### src/hw/fbi_pkg.sv
// constants and types for the fieldbus input image and diagnostics block
// ----------------------------------------------------------------------
// Summary of operation
// ----------------------------------------------------------------------
// Summary of operation
// - sixteen inputs form two image bytes, inputs 1-8 low byte, 9-16 high byte
// - 32-bit status word, bit 5 undervoltage, bit 4 overload, others reserved
// - emergency messages are sent unprompted on fault events, never confirmed
// - message is error code two bytes, error register one byte, five diag bytes
// - codes 3001/3002/3003 set bit 2, 4001 sets bit 4, diag byte two 01/02/03/06
// - message on fault set and clear; clear sends code 0000, clears bit unless another supply fault is still active, keeps diag
// - master picks buffer-event or clock-event update of process data
// - buffer-event mode is default, sampling free-running at shortest cycle
// - clock-event mode outputs and reads inputs fixed delays after each sync event
// - writing 1 to object 2F00 restores default settings at next power-on
// - multi-byte data travel least significant byte first
// - firmware image accepted over the file-access mailbox service
package fbi_pkg;
  localparam int          IMG_BYTES        = 2;
  localparam int          STAT_UNDERV_BIT  = 5;
  localparam int          STAT_OVERLD_BIT  = 4;
  localparam int          EMCY_BYTES       = 8;
  localparam int          NUM_FAULTS       = 4;
  localparam logic [15:0] CODE_CLEAR       = 16'h0000;
  localparam logic [15:0] CODE_OVERCUR     = 16'h3001;
  localparam logic [15:0] CODE_SURGE       = 16'h3002;
  localparam logic [15:0] CODE_UNDERV      = 16'h3003;
  localparam logic [15:0] CODE_OVERTEMP    = 16'h4001;
  localparam int          ERREG_SUPPLY_BIT = 2;
  localparam int          ERREG_TEMP_BIT   = 4;
  localparam logic [7:0]  DIAG_OVERCUR     = 8'h01;
  localparam logic [7:0]  DIAG_SURGE       = 8'h02;
  localparam logic [7:0]  DIAG_UNDERV      = 8'h03;
  localparam logic [7:0]  DIAG_OVERTEMP    = 8'h06;
  localparam logic [15:0] RESTORE_INDEX    = 16'h2F00;
  localparam logic [31:0] RESTORE_VALUE    = 32'h0000_0001;
  localparam int          CLK_MHZ          = 40;
  localparam int          OUT_DELAY_NS     = 1000;
  localparam int          IN_DELAY_NS      = 500;
  localparam int          FREE_PERIOD_NS   = 1000;
  localparam logic [15:0] OUT_DELAY_CYC    = 16'((OUT_DELAY_NS * CLK_MHZ) / 1000);
  localparam logic [15:0] IN_DELAY_CYC     = 16'((IN_DELAY_NS * CLK_MHZ) / 1000);
  localparam logic [15:0] FREE_PERIOD_CYC  = 16'((FREE_PERIOD_NS * CLK_MHZ) / 1000);
  localparam logic        MODE_BUFFER      = 1'b0;
  localparam logic        MODE_CLOCK       = 1'b1;
  typedef enum logic [2:0] {
    EM_IDLE = 3'b001,
    EM_LOAD = 3'b010,
    EM_SEND = 3'b100
  } fbi_em_state_t;
endpackage

### src/hw/fbi_delay_timer.sv
// one-shot delay counter started by an event
`timescale 1ns/100ps
module fbi_delay_timer
  import fbi_pkg::*;
(
  input  wire logic        ref_clk,
  input  wire logic        rst,
  input  wire logic        start,
  input  wire logic [15:0] delay,
  output logic             fire
);
  logic [15:0] cnt_reg;
  logic        run_reg;

  always_ff @(posedge ref_clk) begin
    if (rst) begin
      cnt_reg <= 16'h0000;
      run_reg <= 1'b0;
      fire    <= 1'b0;
    end else begin
      fire <= 1'b0;
      if (start) begin
        cnt_reg <= delay;
        run_reg <= 1'b1;
      end else if (run_reg) begin
        if (cnt_reg <= 16'h0001) begin
          run_reg <= 1'b0;
          fire    <= 1'b1;
        end else begin
          cnt_reg <= cnt_reg - 16'h0001;
        end
      end
    end
  end
endmodule

### src/hw/fbi_emcy_ser.sv
// byte serialiser for one eight-byte emergency message
`timescale 1ns/100ps
module fbi_emcy_ser
  import fbi_pkg::*;
(
  input  wire logic        ref_clk,
  input  wire logic        rst,
  input  wire logic        load,
  input  wire logic [63:0] msg,
  output logic [7:0]       byte_data,
  output logic             byte_valid,
  output logic             byte_last,
  output logic             busy
);
  logic [63:0] sh_reg;
  logic [3:0]  left_reg;

  always_ff @(posedge ref_clk) begin
    if (rst) begin
      sh_reg     <= 64'h0;
      left_reg   <= 4'h0;
      byte_data  <= 8'h00;
      byte_valid <= 1'b0;
      byte_last  <= 1'b0;
      busy       <= 1'b0;
    end else begin
      byte_valid <= 1'b0;
      byte_last  <= 1'b0;
      if (load && !busy) begin
        sh_reg   <= msg;
        left_reg <= 4'(EMCY_BYTES);
        busy     <= 1'b1;
      end else if (busy) begin
        byte_data  <= sh_reg[7:0];
        byte_valid <= 1'b1;
        byte_last  <= (left_reg == 4'h1);
        sh_reg     <= {8'h00, sh_reg[63:8]};
        left_reg   <= left_reg - 4'h1;
        busy       <= (left_reg != 4'h1);
      end
    end
  end
endmodule

### src/hw/fbi_top.sv
// input image, status word, emergency messages and sync control
`timescale 1ns/100ps
module fbi_top
  import fbi_pkg::*;
(
  input  wire logic        ref_clk,
  input  wire logic        rst,
  input  wire logic [15:0] input_channel,
  input  wire logic        sup_underv,
  input  wire logic        sup_overld,
  input  wire logic        sup_surge,
  input  wire logic        over_temp,
  input  wire logic        mode_sel,
  input  wire logic        buf_event,
  input  wire logic        sync0_event,
  input  wire logic        obj_wr,
  input  wire logic [15:0] obj_index,
  input  wire logic [31:0] obj_data,
  input  wire logic        fw_valid,
  input  wire logic [7:0]  fw_byte,
  input  wire logic        fw_last,
  output logic [7:0]       tx_byte,
  output logic             tx_valid,
  output logic             tx_last,
  output logic [15:0]      image_reg,
  output logic [31:0]      status_reg,
  output logic             pd_out_strobe,
  output logic [7:0]       emcy_byte,
  output logic             emcy_valid,
  output logic             emcy_last,
  output logic             restore_reg,
  output logic [7:0]       fw_data,
  output logic             fw_strobe,
  output logic             fw_done,
  output logic             mode_reg
);
  // ----------------------------------------------------------------------
  // sync mode and sampling triggers
  // ----------------------------------------------------------------------
  logic [15:0] free_cnt_reg;
  logic        free_tick;
  logic        in_fire;
  logic        out_fire;
  logic        sample;
  logic        sync_start;

  always_ff @(posedge ref_clk) begin
    if (rst) begin
      mode_reg <= MODE_BUFFER;
    end else begin
      mode_reg <= mode_sel;
    end
  end

  always_ff @(posedge ref_clk) begin
    if (rst) begin
      free_cnt_reg <= 16'h0000;
    end else if (free_cnt_reg >= FREE_PERIOD_CYC - 16'h0001) begin
      free_cnt_reg <= 16'h0000;
    end else begin
      free_cnt_reg <= free_cnt_reg + 16'h0001;
    end
  end

  assign free_tick  = (free_cnt_reg == 16'h0000);
  assign sync_start = (mode_reg == MODE_CLOCK) && sync0_event;
  assign sample     = (mode_reg == MODE_BUFFER) ? free_tick : in_fire;

  fbi_delay_timer u_in_dly (
    .ref_clk (ref_clk),
    .rst     (rst),
    .start   (sync_start),
    .delay   (IN_DELAY_CYC),
    .fire    (in_fire)
  );

  fbi_delay_timer u_out_dly (
    .ref_clk (ref_clk),
    .rst     (rst),
    .start   (sync_start),
    .delay   (OUT_DELAY_CYC),
    .fire    (out_fire)
  );

  // ----------------------------------------------------------------------
  // input image and status word
  // ----------------------------------------------------------------------
  always_ff @(posedge ref_clk) begin
    if (rst) begin
      image_reg <= 16'h0000;
    end else if (sample) begin
      image_reg <= input_channel;
    end
  end

  always_ff @(posedge ref_clk) begin
    if (rst) begin
      status_reg <= 32'h0000_0000;
    end else if (sample) begin
      status_reg <= 32'h0000_0000;
      status_reg[STAT_UNDERV_BIT] <= sup_underv;
      status_reg[STAT_OVERLD_BIT] <= sup_overld;
    end
  end

  // ----------------------------------------------------------------------
  // transmit process data: image then status, low byte first
  // ----------------------------------------------------------------------
  logic [47:0] tx_sh_reg;
  logic [2:0]  tx_left_reg;
  logic        pd_go;

  assign pd_go = (mode_reg == MODE_BUFFER) ? buf_event : out_fire;

  always_ff @(posedge ref_clk) begin
    if (rst) begin
      pd_out_strobe <= 1'b0;
    end else begin
      pd_out_strobe <= pd_go;
    end
  end

  always_ff @(posedge ref_clk) begin
    if (rst) begin
      tx_sh_reg     <= 48'h0;
      tx_left_reg   <= 3'h0;
      tx_byte       <= 8'h00;
      tx_valid      <= 1'b0;
      tx_last       <= 1'b0;
    end else begin
      tx_valid      <= 1'b0;
      tx_last       <= 1'b0;
      if (pd_go && tx_left_reg == 3'h0) begin
        tx_sh_reg   <= {status_reg, image_reg};
        tx_left_reg <= 3'h6;
      end else if (tx_left_reg != 3'h0) begin
        tx_byte     <= tx_sh_reg[7:0];
        tx_valid    <= 1'b1;
        tx_last     <= (tx_left_reg == 3'h1);
        tx_sh_reg   <= {8'h00, tx_sh_reg[47:8]};
        tx_left_reg <= tx_left_reg - 3'h1;
      end
    end
  end

  // ----------------------------------------------------------------------
  // emergency messages
  // ----------------------------------------------------------------------
  logic [NUM_FAULTS-1:0] flt_now;
  logic [NUM_FAULTS-1:0] flt_reg;
  logic [NUM_FAULTS-1:0] pend_reg;
  logic [7:0]            erreg_reg;
  logic [7:0]            diag_reg;
  logic [63:0]           msg_reg;
  logic                  ser_load;
  logic                  ser_busy;
  logic [1:0]            pick;
  logic                  pick_ok;
  fbi_em_state_t         em_state;
  logic [7:0]            erreg_mask;
  logic [7:0]            erreg_set;
  logic [7:0]            erreg_clr;
  logic                  clr_ok;

  assign flt_now = {over_temp, sup_underv, sup_surge, sup_overld};

  always_comb begin
    pick    = 2'd0;
    pick_ok = 1'b0;
    for (int i = NUM_FAULTS - 1; i >= 0; i--) begin
      if (pend_reg[i]) begin
        pick    = 2'(i);
        pick_ok = 1'b1;
      end
    end
  end

  function automatic logic [15:0] code_of(input logic [1:0] k);
    case (k)
      2'd0:    code_of = CODE_OVERCUR;
      2'd1:    code_of = CODE_SURGE;
      2'd2:    code_of = CODE_UNDERV;
      default: code_of = CODE_OVERTEMP;
    endcase
  endfunction

  function automatic logic [7:0] diag_of(input logic [1:0] k);
    case (k)
      2'd0:    diag_of = DIAG_OVERCUR;
      2'd1:    diag_of = DIAG_SURGE;
      2'd2:    diag_of = DIAG_UNDERV;
      default: diag_of = DIAG_OVERTEMP;
    endcase
  endfunction

  always_comb begin
    erreg_mask = 8'h00;
    if (pick == 2'd3) begin
      erreg_mask[ERREG_TEMP_BIT] = 1'b1;
    end else begin
      erreg_mask[ERREG_SUPPLY_BIT] = 1'b1;
    end
    clr_ok    = (pick == 2'd3) || (flt_reg[2:0] == 3'h0);
    erreg_set = erreg_reg | erreg_mask;
    erreg_clr = clr_ok ? (erreg_reg & ~erreg_mask) : erreg_reg;
  end

  always_ff @(posedge ref_clk) begin
    if (rst) begin
      erreg_reg <= 8'h00;
      diag_reg  <= 8'h00;
      msg_reg   <= 64'h0;
      ser_load  <= 1'b0;
      em_state  <= EM_IDLE;
    end else begin
      ser_load <= 1'b0;
      case (em_state)
        EM_IDLE: begin
          if (pick_ok && !ser_busy) begin
            em_state <= EM_LOAD;
          end
        end
        EM_LOAD: begin
          if (flt_reg[pick]) begin
            erreg_reg <= erreg_set;
            diag_reg  <= diag_of(pick);
            msg_reg   <= {24'h0, diag_of(pick), 8'h00,
                          erreg_set, code_of(pick)};
          end else begin
            erreg_reg <= erreg_clr;
            msg_reg   <= {24'h0, diag_reg, 8'h00, erreg_clr, CODE_CLEAR};
          end
          ser_load <= 1'b1;
          em_state <= EM_SEND;
        end
        EM_SEND: begin
          if (!ser_load && !ser_busy) begin
            em_state <= EM_IDLE;
          end
        end
        default: em_state <= EM_IDLE;
      endcase
    end
  end

  always_ff @(posedge ref_clk) begin
    if (rst) begin
      flt_reg <= '0;
    end else begin
      flt_reg <= flt_now;
    end
  end

  // change events set pending, set wins over the clear of the picked one
  always_ff @(posedge ref_clk) begin
    if (rst) begin
      pend_reg <= '0;
    end else begin
      for (int i = 0; i < NUM_FAULTS; i++) begin
        if (flt_now[i] != flt_reg[i]) begin
          pend_reg[i] <= 1'b1;
        end else if (em_state == EM_LOAD && pick == 2'(i)) begin
          pend_reg[i] <= 1'b0;
        end
      end
    end
  end

  fbi_emcy_ser u_ser (
    .ref_clk    (ref_clk),
    .rst        (rst),
    .load       (ser_load),
    .msg        (msg_reg),
    .byte_data  (emcy_byte),
    .byte_valid (emcy_valid),
    .byte_last  (emcy_last),
    .busy       (ser_busy)
  );

  // ----------------------------------------------------------------------
  // restore object and firmware download
  // ----------------------------------------------------------------------
  always_ff @(posedge ref_clk) begin
    if (rst) begin
      restore_reg <= 1'b0;
    end else if (obj_wr && obj_index == RESTORE_INDEX) begin
      restore_reg <= (obj_data == RESTORE_VALUE);
    end
  end

  always_ff @(posedge ref_clk) begin
    if (rst) begin
      fw_strobe <= 1'b0;
      fw_done   <= 1'b0;
    end else begin
      fw_strobe <= fw_valid;
      fw_done   <= fw_valid && fw_last;
    end
  end

  always_ff @(posedge ref_clk) begin
    if (rst) begin
      fw_data <= 8'h00;
    end else if (fw_valid) begin
      fw_data <= fw_byte;
    end
  end
endmodule

### config.mk
export PLATFORM = sky130hd
export DESIGN_NAME = fbi_top
export DESIGN_NICKNAME = d
export VERILOG_FILES = /design/src/hw/fbi_pkg.sv /design/src/hw/fbi_delay_timer.sv /design/src/hw/fbi_emcy_ser.sv /design/src/hw/fbi_top.sv
export SDC_FILE = /design/constraint.sdc
export NUM_CORES = 1
export LEC_CHECK = 0
export ABC_AREA = 1
export BUFFER_PORTS_ARGS = -buffer_cell sky130_fd_sc_hd__buf_2
export CORE_MARGIN = 1.5
export CORE_UTILIZATION = 40
export DETAILED_ROUTE_END_ITERATION = 8
export MAX_ROUTING_LAYER = met4
export PLACE_DENSITY_LB_ADDON = 0.1
export REMOVE_ABC_BUFFERS = 1
export SLEW_MARGIN = 30
export SYNTH_ARGS = -nofsm -noshare
export SYNTH_HDL_FRONTEND = slang
export SYNTH_SLANG_ARGS = --single-unit
export TNS_END_PERCENT = 10
### constraint.sdc
create_clock -name ref_clk -period 2.05 [get_ports ref_clk]
set_input_delay 0.5125 -clock ref_clk [delete_from_list [all_inputs] [get_ports ref_clk]]
set_output_delay 0.5125 -clock ref_clk [all_outputs]
set_load 0.005 [all_outputs]
* Yosys cells after proc, flatten, opt, wreduce, memory -nomap -nowiden *
Cells that the tools add are included.

word-level totals
  word-level logic and storage cells = 179
  input port bits = 84
  flip-flop bits (word level) = 315

cells by class
  bitwise gates (word level) = 11
  equality and inequality tests = 19
  add/subtract/negate cells = 5
  reductions and logical operators = 43
  mux-type cells = 57
  order comparisons = 4

operators by type and width
  operator               count
  $mux 64                2
  $mux 48                2
  $pmux 15 s3            1
  $mux 40                1
  $eq 32x1->1 const B    1
  $le 16x1->1 const B    2
  $sub 16x1->16 const B  2
  $mux 1                 30
  $mux 6                 3
  $pmux 3 s3             2
  $add 16x1->16 const B  1
  $eq 16x14->1 const B   1
  $ge 16x6->1 const B    1
  $logic_not 16->1       1
  $mux 8                 2
  $reduce_and 2->1       8
  $reduce_bool 2->1      8
  $mux 5                 3
  $mux 3                 4
  $reduce_or 3->1        4
  $logic_and 1x1->1      11
  $and 8x8->8            1
  $mux 2                 4
  $mux 4                 2
  22 further kinds       42

* Logic depth before layout (Yosys ltp) *
  depth in word-level cells = 10
  depth in mapped cells = 12
  depth with buffers taken out = 12

* By module *
A second synthesis with hierarchy kept.

second synthesis, totals
  cells, all modules = 1508
  area total of the unflattened synthesis = 10507.6 um^2

by module, submodules not included
  module                        area each (um^2)  instances  cells each  seq. area each (um^2)
  fbi_top                       4414.2            1          554         2042.0
  fbi_emcy_ser                  3548.4            1          533         1581.5
  fbi_delay_timer at u_out_dly  1318.8            1          212         360.3
  fbi_delay_timer at u_in_dly   1226.2            1          209         360.3

* Least setup slack after synthesis *
OpenSTA, ideal clock, no wires.

  path kind = register -> register
  start = register u_in_dly.cnt_reg[0]
  end = register u_in_dly.cnt_reg[13]
  cell stages (with the launch flop) = 13
  path slack = 548 ps
  data required time = 1980 ps
  data arrival time = 1431 ps
  path buffers = 1
  cell sequence = dfxtp_1 inv_1 ha_1 inv_1 nand2_1 nand3_1 nor2_1 nand2_1 nand2_2 inv_2 buf_4 nand2_1 a21oi_1

between the ends
  longest elaborated chain between the ends = 3

ends and longest elaborated chain
  item                               RTL line               text
  start, declared                    fbi_delay_timer.sv:12  logic [15:0] cnt_reg;
  start signal, assigned             fbi_delay_timer.sv:23  cnt_reg <= delay;
  start signal, assigned             fbi_delay_timer.sv:30  cnt_reg <= cnt_reg - 16'h0001;
  $le 16x1->1                        fbi_delay_timer.sv:26  if (cnt_reg <= 16'h0001) begin
  $not 1->1 (no source line)         n/a
  $reduce_and 2->1 (no source line)  n/a

Several ways; a longest one is shown, not always the timed one.
A chain may end at the register's enable or synchronous reset.

* Final worst setup path *
  start = register tx_left_reg[0]
  end = register tx_sh_reg[1]

between the ends
  longest elaborated chain between the ends = 3

ends and longest elaborated chain
  item                                                 RTL line        text
  start, declared                                      fbi_top.sv:110  logic [2:0] tx_left_reg;
  start signal, assigned                               fbi_top.sv:141  tx_left_reg <= tx_left_reg - 3'h1;
  $logic_not 3->1                                      fbi_top.sv:133  if (pd_go && tx_left_reg == 3'h0) begin
  $logic_and 1x1->1                                    fbi_top.sv:133
  $mux 48 / $reduce_bool 2->1 (equally long branches)  n/a
  end signal, assigned                                 fbi_top.sv:134  tx_sh_reg <= {status_reg, image_reg};
  end signal, assigned                                 fbi_top.sv:140  tx_sh_reg <= {8'h00, tx_sh_reg[47:8]};
  end, declared                                        fbi_top.sv:109  logic [47:0] tx_sh_reg;

Several ways; a longest one is shown, not always the timed one.

==> out/metrics.yaml <==
post_cts_resized: 0
critPathKind: "reg -> reg"
vias: 6568
slew-limit-headroom: 0.601
place_area_um2: 8610
first_pass_iters: 5
fin_total_pwr_uw: 8880
async_reset_ff_frac: 0
worstHoldPathType: "in -> reg"
cts-buffers-inserted: 17
synth_edf_count: 0
ios: 165
antenna_left: 0
yosys.area.top_type_share: 0.446
post_cts_buffers: 0
crit_chain: "inv_1 -> ha_1 -> inv_1 -> nor2_4 -> inv_2 -> nor2_4 -> nand2_1 -> o211ai_2 -> nand2_1 -> inv_1"
wl_met1_um: 8470
drt-wirelength-per-cell_um: 12.5
ys_seq_area_frac: 0.446
row_count: 50
clk_pin_slew_ps: 70
slew_violations: 0
p_leak_uw: 0.00424
status: "completed"
ys_top_cells_by_count: "210 x nand2_1, 173 x dfxtp_1, 150 x nor2_1"
ys_ff_latch: 173
drive_gt1_frac: 0.199
grt_pass1_vias: 5942
fin_area_um2: 9230
clock_latency_ps: 430
critPathMaxFanout: 19
netlist-cell-type-count: 47
maxCapViolations: 0
core_um2: 18900
crit_path_frequent_cell: "inv_1"
largest_register_ff_count: 22
grt_first_pass_wirelength_um: 28800
start_util: 0.411
port_buffers: 132
initialDrtViolationCount: 298
worstPathArrival_ps: 2210
postCtsHoldBufs: 0
max_freq_mhz: 546
cts_buffer_depth: 2
synthTopCellsByArea: "dfxtp_1 45%, nand2_1 10%, nor2_1 7.2%"
fp.dieW_um: 142
dpl.hpwl_um: 13100
power_density_nw_per_um2: 962
skew_ps: 11.9
crit_buf_inv: 4
worstPathRequired_ps: 2430
synth_top_area_cell: "dfxtp_1"
clock-root-buffer: "clkbuf_16"
cts_sinks: 173
period_needed_ps: 1830
final-setup-viol-count: 0
tightest_slew_ps: 598
synth_top_flop_cell: "dfxtp_1"
setup_slack_ps: 218
cts_tree: "yes"
crit_slowest_cell: "nor2_4"
netlist_instances: 1025
crit_path_max_incr_delay_ps: 410
grtUsageTotal: 0.186
pre_cts_ws_ps: 235
area_growth_pct: 18.7
antenna_found_initial: 0
nNetsFinal: 1267
post-route-drc-count: 0
critPathTopFamily: "simple AND/OR/NAND/NOR gates"
hold-worst-slack_ps: 287
diodes: 0
post-route-period-util: 0.894
design.die.area_um2: 20300
grt_start_max_net_pins: 27
top_layer: "met4"
wl_met2_um: 8370
drt_wl_total_um: 18000
end_kind: "flip-flop"
routabilityCongestion: 0.841
yosysWarnings: 0
ir_drop_v: 0.000609
grt_overflow: 0
yosysMostFrequentCell: "nand2_1"
fillCellCount: 1928
syn_area_per_cell_um2: 7.58
grt_setup_unrepaired: "no"
die_height_um: 142
dr_wl_met3_um: 978
cts.htree.levels: 4
synth_area_um2: 7770
via_per_inst: 4.56
startpoint_type: "flip-flop"
final_hold_viol_count: 0
-- path summary, 6_finish.rpt --
path / slack (ps) / cells after the start / endpoint / startpoint
worst max register to register: 220 / 10 / tx_sh_reg[1]$_SDFFE_PP0P_ / tx_left_reg[0]$_SDFFE_PP0N_
worst min-delay path: 290 / 3 / mode_reg$_SDFF_PP0_ / mode_sel
worst max-delay path: 220 / 10 / tx_sh_reg[1]$_SDFFE_PP0P_ / tx_left_reg[0]$_SDFFE_PP0N_
worst min register to register: 450 / 1 / free_cnt_reg[0]$_SDFF_PP0_ / free_cnt_reg[0]$_SDFF_PP0_
-- cell type report --
class / instances / area [um2] / share of cell area
timing repair buffer: 150 / 796 / 0.0862
sequential: 173 / 3460 / 0.375
clock inverter: 15 / 195 / 0.0212
inverter: 106 / 398 / 0.0431
clock buffer: 17 / 425 / 0.0461
multi-input combinational: 719 / 3620 / 0.393
tap: 260 / 325 / 0.0353
-- worst register-to-register path: stages, from the launching register on --
cell and delay (ps):
dfxtp_1 340, inv_1 90, ha_1 150, inv_1 60
nor2_4 300, inv_2 100, nor2_4 410, nand2_1 130
o211ai_2 90, nand2_1 70, inv_1 60
-- kinds of logic (layout without fill, tap and decap cells) --
| kind of cell | count (synthesis) | after routing | synth area share |
|---|---|---|---|
| flip-flops | 173 | 173 | 0.446 |
| adder cells (fa/ha/maj) | 16 | 16 | 0.0258 |
| other | 1 | 42 | 0.000483 |
| AO/OA/AOI/OAI | 155 | 155 | 0.122 |
| AND/OR/NAND/NOR | 478 | 478 | 0.266 |
| XOR/XNOR | 28 | 28 | 0.0316 |
| buffers and inverters | 174 | 288 | 0.108 |
-- layer usage --
| layer | GRT usage | up-vias |
|---|---|---|
| met5 | - | - |
| met4 | 0.0488 | 0 |
| met3 | 0.0448 | 15 |
| met2 | 0.309 | 172 |
| met1 | 0.225 | 2887 |
| li1 | - | 3494 |
-- layout by cell type (no fill, tap or decap), drive strengths merged --
cell type	instances
nor3	13
a21oi	92
clkinvlp	1
dfxtp	173
a31oi	1
nor4	1
conb	42
buf	150
nand4	9
o21a	1
a32o	10
o21ai	36
ha	16
o211ai	10
nand2	227
bufinv	2
xor2	20
xnor2	8
inv	111
clkbuf	17
nand3b	3
o31ai	2
nor2	155
or2	3
nor3b	2
nand3	64
clkinv	7
and3	1
o221ai	2
a211oi	1
-- through the flow --
stage	cells	utilization	setup TNS, ps
after floorplan	998	-	-1750
after global placement	1408	0.455	0
after detailed placement	1408	0.455	0
after CTS	1440	0.488	0
after global routing	1440	0.488	0
final	1440	0.488	0
-- where the power goes --
| part | switching (uW) | total (uW) | internal (uW) |
|---|---|---|---|
| clock network | 1500 | 3360 | 1860 |
| logic | 1130 | 1750 | 622 |
| registers | 161 | 3760 | 3600 |
Power figures use the tool's default switching activity.
